### src/hdl/pwrctl_pkg.sv
package pwrctl_pkg;

    // ---------------------------------------------------------------
    // timebase
    // ---------------------------------------------------------------
    localparam int CLK_FREQ_HZ = 100_000_000;
    localparam int TICK_US = 1000;
    localparam int TICK_CYCLES = CLK_FREQ_HZ / 1_000_000 * TICK_US;

    // ---------------------------------------------------------------
    // qualification times, in milliseconds
    // ---------------------------------------------------------------
    localparam int TURN_ON_LOW_TIME_MS = 700;
    localparam int TURN_OFF_LOW_TIME_MS = 1100;
    localparam int MIN_ON_BEFORE_OFF_TIME_MS = 7000;
    localparam int IGN_OFF_LOW_TIME_MS = 500;
    localparam int READY_DELAY_MS = 8000;
    localparam int MS_W = 14;

    // ---------------------------------------------------------------
    // power sequencing, in ticks
    // ---------------------------------------------------------------
    localparam logic [MS_W-1:0] REG_SETTLE_TICKS = 14'h000a;

    // state of the power sequencer, gray coded from off through PWRCTL_REG_DOWN; the step back to off changes two bits
    typedef enum logic [2:0] {
        PWRCTL_OFF = 3'b000,
        PWRCTL_REG_UP = 3'b001,
        PWRCTL_ON = 3'b011,
        PWRCTL_SHUT_REQ = 3'b010,
        PWRCTL_REG_DOWN = 3'b110
    } pwrctl_state_t;

    // supply monitor indications
    typedef struct packed {
        logic supply_low;
        logic supply_over;
    } pwrctl_supply_t;

    // outputs toward the rest of the unit
    typedef struct packed {
        logic reg_en;
        logic unit_rst_n;
        logic shutdown_req;
        logic call_inhibit;
        logic low_batt;
    } pwrctl_ctrl_t;

endpackage : pwrctl_pkg

### src/hdl/pwrctl_low_timer.sv
`timescale 1ns/100ps
// counts milliseconds while a level is held; restarts when it drops
module pwrctl_low_timer
    import pwrctl_pkg::*;
#(
    parameter int LIMIT_MS = 700
)
(
    // clock and reset
    input wire logic sys_clk,
    input wire logic rst_n,
    // timebase and level
    input wire logic ms_tick,
    input wire logic active,
    // result
    output logic reached
);
    localparam logic [MS_W-1:0] LIMIT = LIMIT_MS[MS_W-1:0];

    logic [MS_W-1:0] cnt_reg;
    logic [MS_W-1:0] cnt_next;
    logic reached_reg;
    logic reached_next;

    // ---------------------------------------------------------------
    // saturating count; it holds at LIMIT, so the compare uses ==
    // ---------------------------------------------------------------
    always_comb
    begin
        cnt_next = cnt_reg;
        if (!active)
            cnt_next = '0;
        else if (ms_tick && cnt_reg != LIMIT)
            cnt_next = cnt_reg + 14'h0001;
        reached_next = active && (cnt_next == LIMIT);
    end

    always_ff @(posedge sys_clk)
    begin
        if (!rst_n)
        begin
            cnt_reg <= '0;
            reached_reg <= 1'b0;
        end
        else
        begin
            cnt_reg <= cnt_next;
            reached_reg <= reached_next;
        end
    end

    assign reached = reached_reg;

endmodule : pwrctl_low_timer

### src/hdl/pwrctl_top.sv
`timescale 1ns/100ps
// Summary of operation
// - while off, a low on the on/off line held for 700 ms turns the unit on.
// - while on, a low on the on/off line held for 1.1 s starts turning the unit off.
// - an on/off turn-off pulse is ignored until seven seconds have passed since turn-on.
// - the unit turns on and stays on while the ignition input is high, unless supply-low is indicated.
// - ignition turns the unit off only after 500 ms of continuous low.
// - data-set-ready goes low eight seconds after turn-on pulse start or ignition rise.
// - data-set-ready is meaningful only on the uart path, not while usb is selected.
// - a supply-low indication makes the unit shut down through the orderly path.
// - a supply-over indication flags over-voltage and inhibits call setup.
// - an accepted turn-on enables regulators, then releases the unit reset.
// - an accepted turn-off requests processor shutdown and drops regulators after it is done.
// - on/off and ignition are watched at all times, including while off.
module pwrctl_top
    import pwrctl_pkg::*;
#(
    parameter int TICK_CYC = TICK_CYCLES,
    parameter int ON_MS = TURN_ON_LOW_TIME_MS,
    parameter int OFF_MS = TURN_OFF_LOW_TIME_MS,
    parameter int MIN_ON_MS = MIN_ON_BEFORE_OFF_TIME_MS,
    parameter int IGN_MS = IGN_OFF_LOW_TIME_MS,
    parameter int DSR_MS = READY_DELAY_MS
)
(
    // clock and reset
    input wire logic sys_clk,
    input wire logic rst_n,
    // host control lines
    input wire logic on_off_n,
    input wire logic ignition,
    // supply monitor and path select
    input wire pwrctl_supply_t supply,
    input wire logic usb_sel,
    // main processor handshake
    input wire logic shutdown_done,
    // outputs
    output pwrctl_ctrl_t ctrl,
    output logic dsr_n,
    output logic unit_on
);
    localparam int TICK_W = $clog2(TICK_CYC + 1);
    localparam logic [TICK_W-1:0] TICK_LAST = TICK_W'(TICK_CYC - 1);
    localparam logic [MS_W-1:0] MIN_ON = MIN_ON_MS[MS_W-1:0];
    localparam logic [MS_W-1:0] DSR_LIM = DSR_MS[MS_W-1:0];

    // ---------------------------------------------------------------
    // millisecond timebase, always running
    // ---------------------------------------------------------------
    logic [TICK_W-1:0] div_reg;
    logic [TICK_W-1:0] div_next;
    logic tick_reg;
    logic tick_next;

    // divider never stops, so qualification keeps working while off
    always_comb
    begin
        tick_next = (div_reg == TICK_LAST);
        div_next = tick_next ? '0 : div_reg + TICK_W'(1);
    end

    always_ff @(posedge sys_clk)
    begin
        if (!rst_n)
        begin
            div_reg <= '0;
            tick_reg <= 1'b0;
        end
        else
        begin
            div_reg <= div_next;
            tick_reg <= tick_next;
        end
    end

    // ---------------------------------------------------------------
    // input qualification timers
    // ---------------------------------------------------------------
    logic on_low_ok;
    logic off_low_ok;
    logic ign_low_ok;

    // inputs feed the timers in every state
    pwrctl_low_timer #(.LIMIT_MS(ON_MS)) u_on_tmr (
        .sys_clk(sys_clk),
        .rst_n(rst_n),
        .ms_tick(tick_reg),
        .active(!on_off_n),
        .reached(on_low_ok)
    );

    pwrctl_low_timer #(.LIMIT_MS(OFF_MS)) u_off_tmr (
        .sys_clk(sys_clk),
        .rst_n(rst_n),
        .ms_tick(tick_reg),
        .active(!on_off_n),
        .reached(off_low_ok)
    );

    pwrctl_low_timer #(.LIMIT_MS(IGN_MS)) u_ign_tmr (
        .sys_clk(sys_clk),
        .rst_n(rst_n),
        .ms_tick(tick_reg),
        .active(!ignition),
        .reached(ign_low_ok)
    );

    // ---------------------------------------------------------------
    // power sequencer
    // ---------------------------------------------------------------
    pwrctl_state_t st_reg;
    pwrctl_state_t st_next;
    logic [MS_W-1:0] on_ms_reg;
    logic [MS_W-1:0] on_ms_next;
    logic [MS_W-1:0] seq_reg;
    logic [MS_W-1:0] seq_next;
    logic on_held_reg;
    logic on_held_next;
    logic ign_q_reg;
    logic ign_seen_reg;
    logic ign_seen_next;
    logic dsr_run_reg;
    logic dsr_run_next;
    logic [MS_W-1:0] dsr_ms_reg;
    logic [MS_W-1:0] dsr_ms_next;
    logic dsr_n_reg;
    logic dsr_n_next;
    pwrctl_ctrl_t ctrl_reg;
    pwrctl_ctrl_t ctrl_next;
    logic unit_on_next;
    logic unit_on_reg;
    logic off_ok;

    // turn-off via on/off needs a fresh low after min on-time has elapsed
    assign off_ok = off_low_ok && (on_ms_reg == MIN_ON) && !on_held_reg;

    always_comb
    begin
        st_next = st_reg;
        seq_next = seq_reg;
        on_ms_next = on_ms_reg;
        on_held_next = on_held_reg && !on_off_n;
        ign_seen_next = ign_seen_reg || ignition; // a line never raised cannot turn the unit off
        dsr_run_next = dsr_run_reg;
        dsr_ms_next = dsr_ms_reg;
        ctrl_next = ctrl_reg;
        if (tick_reg && seq_reg != REG_SETTLE_TICKS)
            seq_next = seq_reg + 14'h0001;
        case (st_reg)
            PWRCTL_OFF:
            begin
                // delay starts at pulse start: the held low time counts
                if (!on_off_n && !on_held_reg && !dsr_run_reg)
                begin
                    dsr_run_next = 1'b1;
                    dsr_ms_next = '0;
                end
                else if (on_off_n && !ignition)
                    dsr_run_next = 1'b0;
                if (ignition && !ign_q_reg)
                begin
                    dsr_run_next = 1'b1;
                    dsr_ms_next = '0;
                end
                // a low still held from the turn-off must be released before it counts again
                if ((on_low_ok && !on_held_reg) || ignition)
                begin
                    st_next = PWRCTL_REG_UP;
                    seq_next = '0;
                    ctrl_next.reg_en = 1'b1;
                    on_held_next = !on_off_n;
                end
            end
            PWRCTL_REG_UP:
            begin
                if (seq_reg == REG_SETTLE_TICKS)
                begin
                    ctrl_next.unit_rst_n = 1'b1;
                    st_next = PWRCTL_ON;
                    on_ms_next = '0;
                end
            end
            PWRCTL_ON:
            begin
                if (tick_reg && on_ms_reg != MIN_ON)
                    on_ms_next = on_ms_reg + 14'h0001;
                if (ignition && !ign_q_reg)
                begin
                    dsr_run_next = 1'b1;
                    dsr_ms_next = '0;
                end
                // ignition high keeps the unit on; low battery still wins
                if (supply.supply_low || (!ignition && (off_ok || (ign_low_ok && ign_seen_reg))))
                begin
                    st_next = PWRCTL_SHUT_REQ;
                    on_held_next = !on_off_n;
                    ctrl_next.shutdown_req = 1'b1;
                end
            end
            PWRCTL_SHUT_REQ:
            begin
                if (shutdown_done)
                begin
                    ctrl_next.shutdown_req = 1'b0;
                    ctrl_next.unit_rst_n = 1'b0;
                    st_next = PWRCTL_REG_DOWN;
                    dsr_run_next = 1'b0;
                end
            end
            PWRCTL_REG_DOWN:
            begin
                ctrl_next.reg_en = 1'b0;
                ign_seen_next = 1'b0;
                st_next = PWRCTL_OFF;
            end
            default:
            begin
                st_next = PWRCTL_OFF;
                ctrl_next = '0;
            end
        endcase
        if (dsr_run_next && tick_reg && dsr_ms_reg != DSR_LIM)
            dsr_ms_next = dsr_ms_next + 14'h0001;
        // uart path only; usb selected keeps the line idle high
        dsr_n_next = !(dsr_run_next && dsr_ms_next == DSR_LIM && st_next == PWRCTL_ON
                       && !usb_sel);
        ctrl_next.call_inhibit = supply.supply_over;
        ctrl_next.low_batt = supply.supply_low;
        unit_on_next = (st_next == PWRCTL_ON);
    end

    always_ff @(posedge sys_clk)
    begin
        if (!rst_n)
        begin
            st_reg <= PWRCTL_OFF;
            seq_reg <= '0;
            on_ms_reg <= '0;
            on_held_reg <= 1'b0;
            ign_q_reg <= 1'b0;
            ign_seen_reg <= 1'b0;
            dsr_run_reg <= 1'b0;
            dsr_ms_reg <= '0;
            dsr_n_reg <= 1'b1;
            ctrl_reg <= '0;
            unit_on_reg <= 1'b0;
        end
        else
        begin
            st_reg <= st_next;
            seq_reg <= seq_next;
            on_ms_reg <= on_ms_next;
            on_held_reg <= on_held_next;
            ign_q_reg <= ignition;
            ign_seen_reg <= ign_seen_next;
            dsr_run_reg <= dsr_run_next;
            dsr_ms_reg <= dsr_ms_next;
            dsr_n_reg <= dsr_n_next;
            ctrl_reg <= ctrl_next;
            unit_on_reg <= unit_on_next;
        end
    end

    assign ctrl = ctrl_reg;
    assign dsr_n = dsr_n_reg;
    assign unit_on = unit_on_reg;

endmodule : pwrctl_top

### config.mk
export PLATFORM = sky130hd
export DESIGN_NAME = pwrctl_top
export DESIGN_NICKNAME = d
export VERILOG_FILES = /design/src/hdl/pwrctl_pkg.sv /design/src/hdl/pwrctl_low_timer.sv /design/src/hdl/pwrctl_top.sv
export SDC_FILE = /design/constraint.sdc
export NUM_CORES = 1
export LEC_CHECK = 0
export BUFFER_PORTS_ARGS = -buffer_cell sky130_fd_sc_hd__clkbuf_2
export CAP_MARGIN = 15
export CORE_MARGIN = 3
export CORE_UTILIZATION = 32
export CTS_CLUSTER_DIAMETER = 150
export DETAILED_ROUTE_END_ITERATION = 12
export PLACE_DENSITY = 0.47
export SETUP_SLACK_MARGIN = 0.2
export SYNTH_ARGS = -nofsm -noshare
export SYNTH_HDL_FRONTEND = slang
export SYNTH_SLANG_ARGS = --single-unit
export TNS_END_PERCENT = 100
### constraint.sdc
create_clock -name sys_clk -period 3.4 [get_ports sys_clk]
set_input_delay 0.68 -clock sys_clk [delete_from_list [all_inputs] [get_ports sys_clk]]
set_output_delay 0.68 -clock sys_clk [all_outputs]
set_load 0.02 [all_outputs]
==> impl_metrics.tcl <==
set metrics [dict create \
    min_to "div_reg[0]" \
    finalMaxSlewViolations 0 \
    grt_util_all_layers 0.137 \
    drive_gt1_frac 0.0947 \
    drtIter0Drc 350 \
    synth_cell_types 74 \
    antenna-diode-count 0 \
    ff2ff_setup_slack_ns 0.65 \
    cts_setup_buffers 0 \
    drtPass1Iterations 5 \
    syn_nets 760 \
    final_cells 1020 \
    async_flop_share 0 \
    hp-start "div_reg[0]" \
    irDropWorstVdd_mv 0.305 \
    power_density_mw_per_mm2 480 \
    rsz0062_at_grt "no" \
    timing.final.crit_share 0.809 \
    die_x_um 145 \
    num-nets-final 767 \
    ctsRootBufferMaster "clkbuf_16" \
    synth_edf_count 0 \
    clk_path_buf_depth 2 \
    postRouteAntennaNets 0 \
    seq_area_frac_synth 0.384 \
    die_area_mm2 0.0211 \
    worstReg2RegEnd "dsr_n" \
    globalplace.congestion 0.839 \
    r2r_cells 10 \
    yosysWarnings 0 \
    synthToLayoutAreaGrowth_pct 15.1 \
    cts.sink_count 119 \
    cts_tree "yes" \
    htreeDepth 4 \
    synth.mux.area_fraction 0.00826 \
    fin_skew_ns 0.00641 \
    synth_xor_area_frac 0.128 \
    synth_area_per_cell_um2 8.39 \
    vias_per_cell 5.01 \
    crit_fanout 10 \
    ys.flop_type "dfxtp_1" \
    synth_simple_gate_area_frac 0.314 \
    start_kind "flop" \
    relSlewSlack 0.469 \
    cts.repair.resized 0 \
    cts.clk_slew.worst_paths_ns 0.06 \
    globalRouteOverflowTotal 0 \
    synth_compound_area_frac 0.103 \
    worst_slew_pin_slew_ns 0.776 \
    dp.cells 988 \
    ioPinCount 15 \
    syn_area_mm2 0.00621 \
    critPathKind "flop to flop" \
    antenna_found_initial 0 \
    largest_register_ffs 17 \
    drv_cap 0 \
    critPathCaptureType "flop" \
    clk_latency_ns 0.41 \
    holdBufCountCts 0 \
    start_util 0.329 \
    synth_top_family_by_area "simple AND/OR/NAND/NOR gates" \
    synth_seq_cells 119 \
    fin_crit_ns 2.75 \
    drc 0 \
    mostFrequentLayoutCells "122 x nor2_1, 119 x dfxtp_1, 55 x nand2_1, 48 x xnor2_1, 43 x xor2_1" \
    required_ns 3.68 \
    timing.rr.start "st_reg[2]" \
    post_drt_wl_per_cell_um 13.9 \
    numCtsBuffers 17 \
    dieHeight_um 145 \
    numPortBuffers 14 \
    grt_pass1_wl_mm 24.1 \
    post-dp-hpwl_mm 9.96 \
    grt_start_max_net_pins 24 \
    cp.arrival_ns 3.03 \
    fin_tns_setup_ns 0 \
    finalHoldViolCount 0 \
    final_common_cell "nor2_1" \
    rows 50 \
    holdPathStages 1 \
    vias 5107 \
    min_path_type "flop to flop" \
    clock.fmax_mhz 364 \
    p_leak_nw 2.44 \
    core-area_mm2 0.0189 \
    wirelength_mm 14.2 \
    outcome "finished clean" \
    grt_pass1_vias 4962 \
    setup_violations 0 \
    synthAdderAreaFrac 0.0242 \
    synthCells 740 \
]
==> power by group <==
group | internal [mW] | leakage (nW) | switching, mW
Clock | 1.29 | 0.315 | 0.636
Combinational | 0.0248 | 1.16 | 0.0687
Sequential | 1.41 | 0.961 | 0.00744
==> layout make-up <==
type	instances	area, µm²
clock inverter	7	113
multi-input combinational	564	3590
fill	1974	11700
tap	260	325
timing repair buffer	21	123
inverter	24	90.1
sequential	119	2380
clock buffer	25	526
==> worst max-delay path, stage by stage, from the launching register on <==
cell and delay (ns):
dfxtp_1 0.48, and2b_2 0.31, nand3_2 0.14, and3_1 0.25
ha_1 0.26, nand2_1 0.12, nor2_1 0.14, and4_1 0.21
o21ai_0 0.11, a2111oi_0 0.45, nand4_1 0.15
==> per-layer routing <==
metal	track usage	vias up	wire length (µm)
li1	-	2630	-
met1	0.180	2404	7010
met4	0.0356	0	138
met3	0.0378	9	468
met5	0	-	0
met2	0.222	64	6540
==> Yosys cell counts, types with 3 or more instances <==
library cell | n | share of area
ha_1 | 12 | 0.024
nor3_1 | 24 | 0.019
xnor2_1 | 48 | 0.068
nor2b_1 | 4 | 0.0040
nand2_1 | 55 | 0.033
a2111oi_0 | 4 | 0.0056
inv_1 | 23 | 0.014
xor2_1 | 43 | 0.061
nor4b_1 | 4 | 0.0056
a2111oi_1 | 8 | 0.013
and3_1 | 17 | 0.017
mux2i_1 | 4 | 0.0064
o211ai_1 | 4 | 0.0048
a211oi_1 | 3 | 0.0036
nand3_1 | 33 | 0.027
a21oi_1 | 21 | 0.017
clkbuf_1 | 26 | 0.016
nor2_1 | 122 | 0.074
or4_1 | 4 | 0.0048
or3_1 | 7 | 0.0071
a31oi_1 | 4 | 0.0040
dfxtp_1 | 119 | 0.38
and2_1 | 11 | 0.011
and4_1 | 13 | 0.018
o31ai_1 | 3 | 0.0036
o21ai_0 | 10 | 0.0081
nand4_1 | 32 | 0.032
nor4_1 | 12 | 0.012
nand2b_1 | 10 | 0.010
==> metrics by stage <==
stage	hold slack (ns)	utilization	setup slack [ns]	total power [mW]	instance area [µm²]
after floorplan	0.413	-	0.650	1.51	6210
after global placement	0.422	0.345	0.495	1.54	6510
after detailed placement	0.432	0.345	0.415	1.54	6510
after CTS	0.444	0.378	0.679	3.49	7150
after global routing	0.453	0.378	0.373	3.56	7150
final	0.446	0.378	0.649	3.43	7150
==> how the worst max path moves through the flow <==
stage,start,to,slack [ns]
6_report,st_reg[2],dsr_n,0.65
5_1_grt,st_reg[1],dsr_n,0.37
4_1_cts,u_ign_tmr.cnt_reg[0],u_ign_tmr.reached,0.68
3_5_place_dp,ignition,dsr_n,0.41
3_3_place_gp,ignition,dsr_n,0.50
2_1_floorplan,ignition,dsr_n,0.65
==> kinds of logic after synthesis <==
logic type / Yosys count
buffers and inverters: 57
xor gates and xnor gates: 91
muxes: 5
DFF: 119
adders and majority gates: 12
and+or+nand+nor: 374
AOI/OAI and AO/OA: 82
No activity file was read; power rests on OpenSTA's default activity.
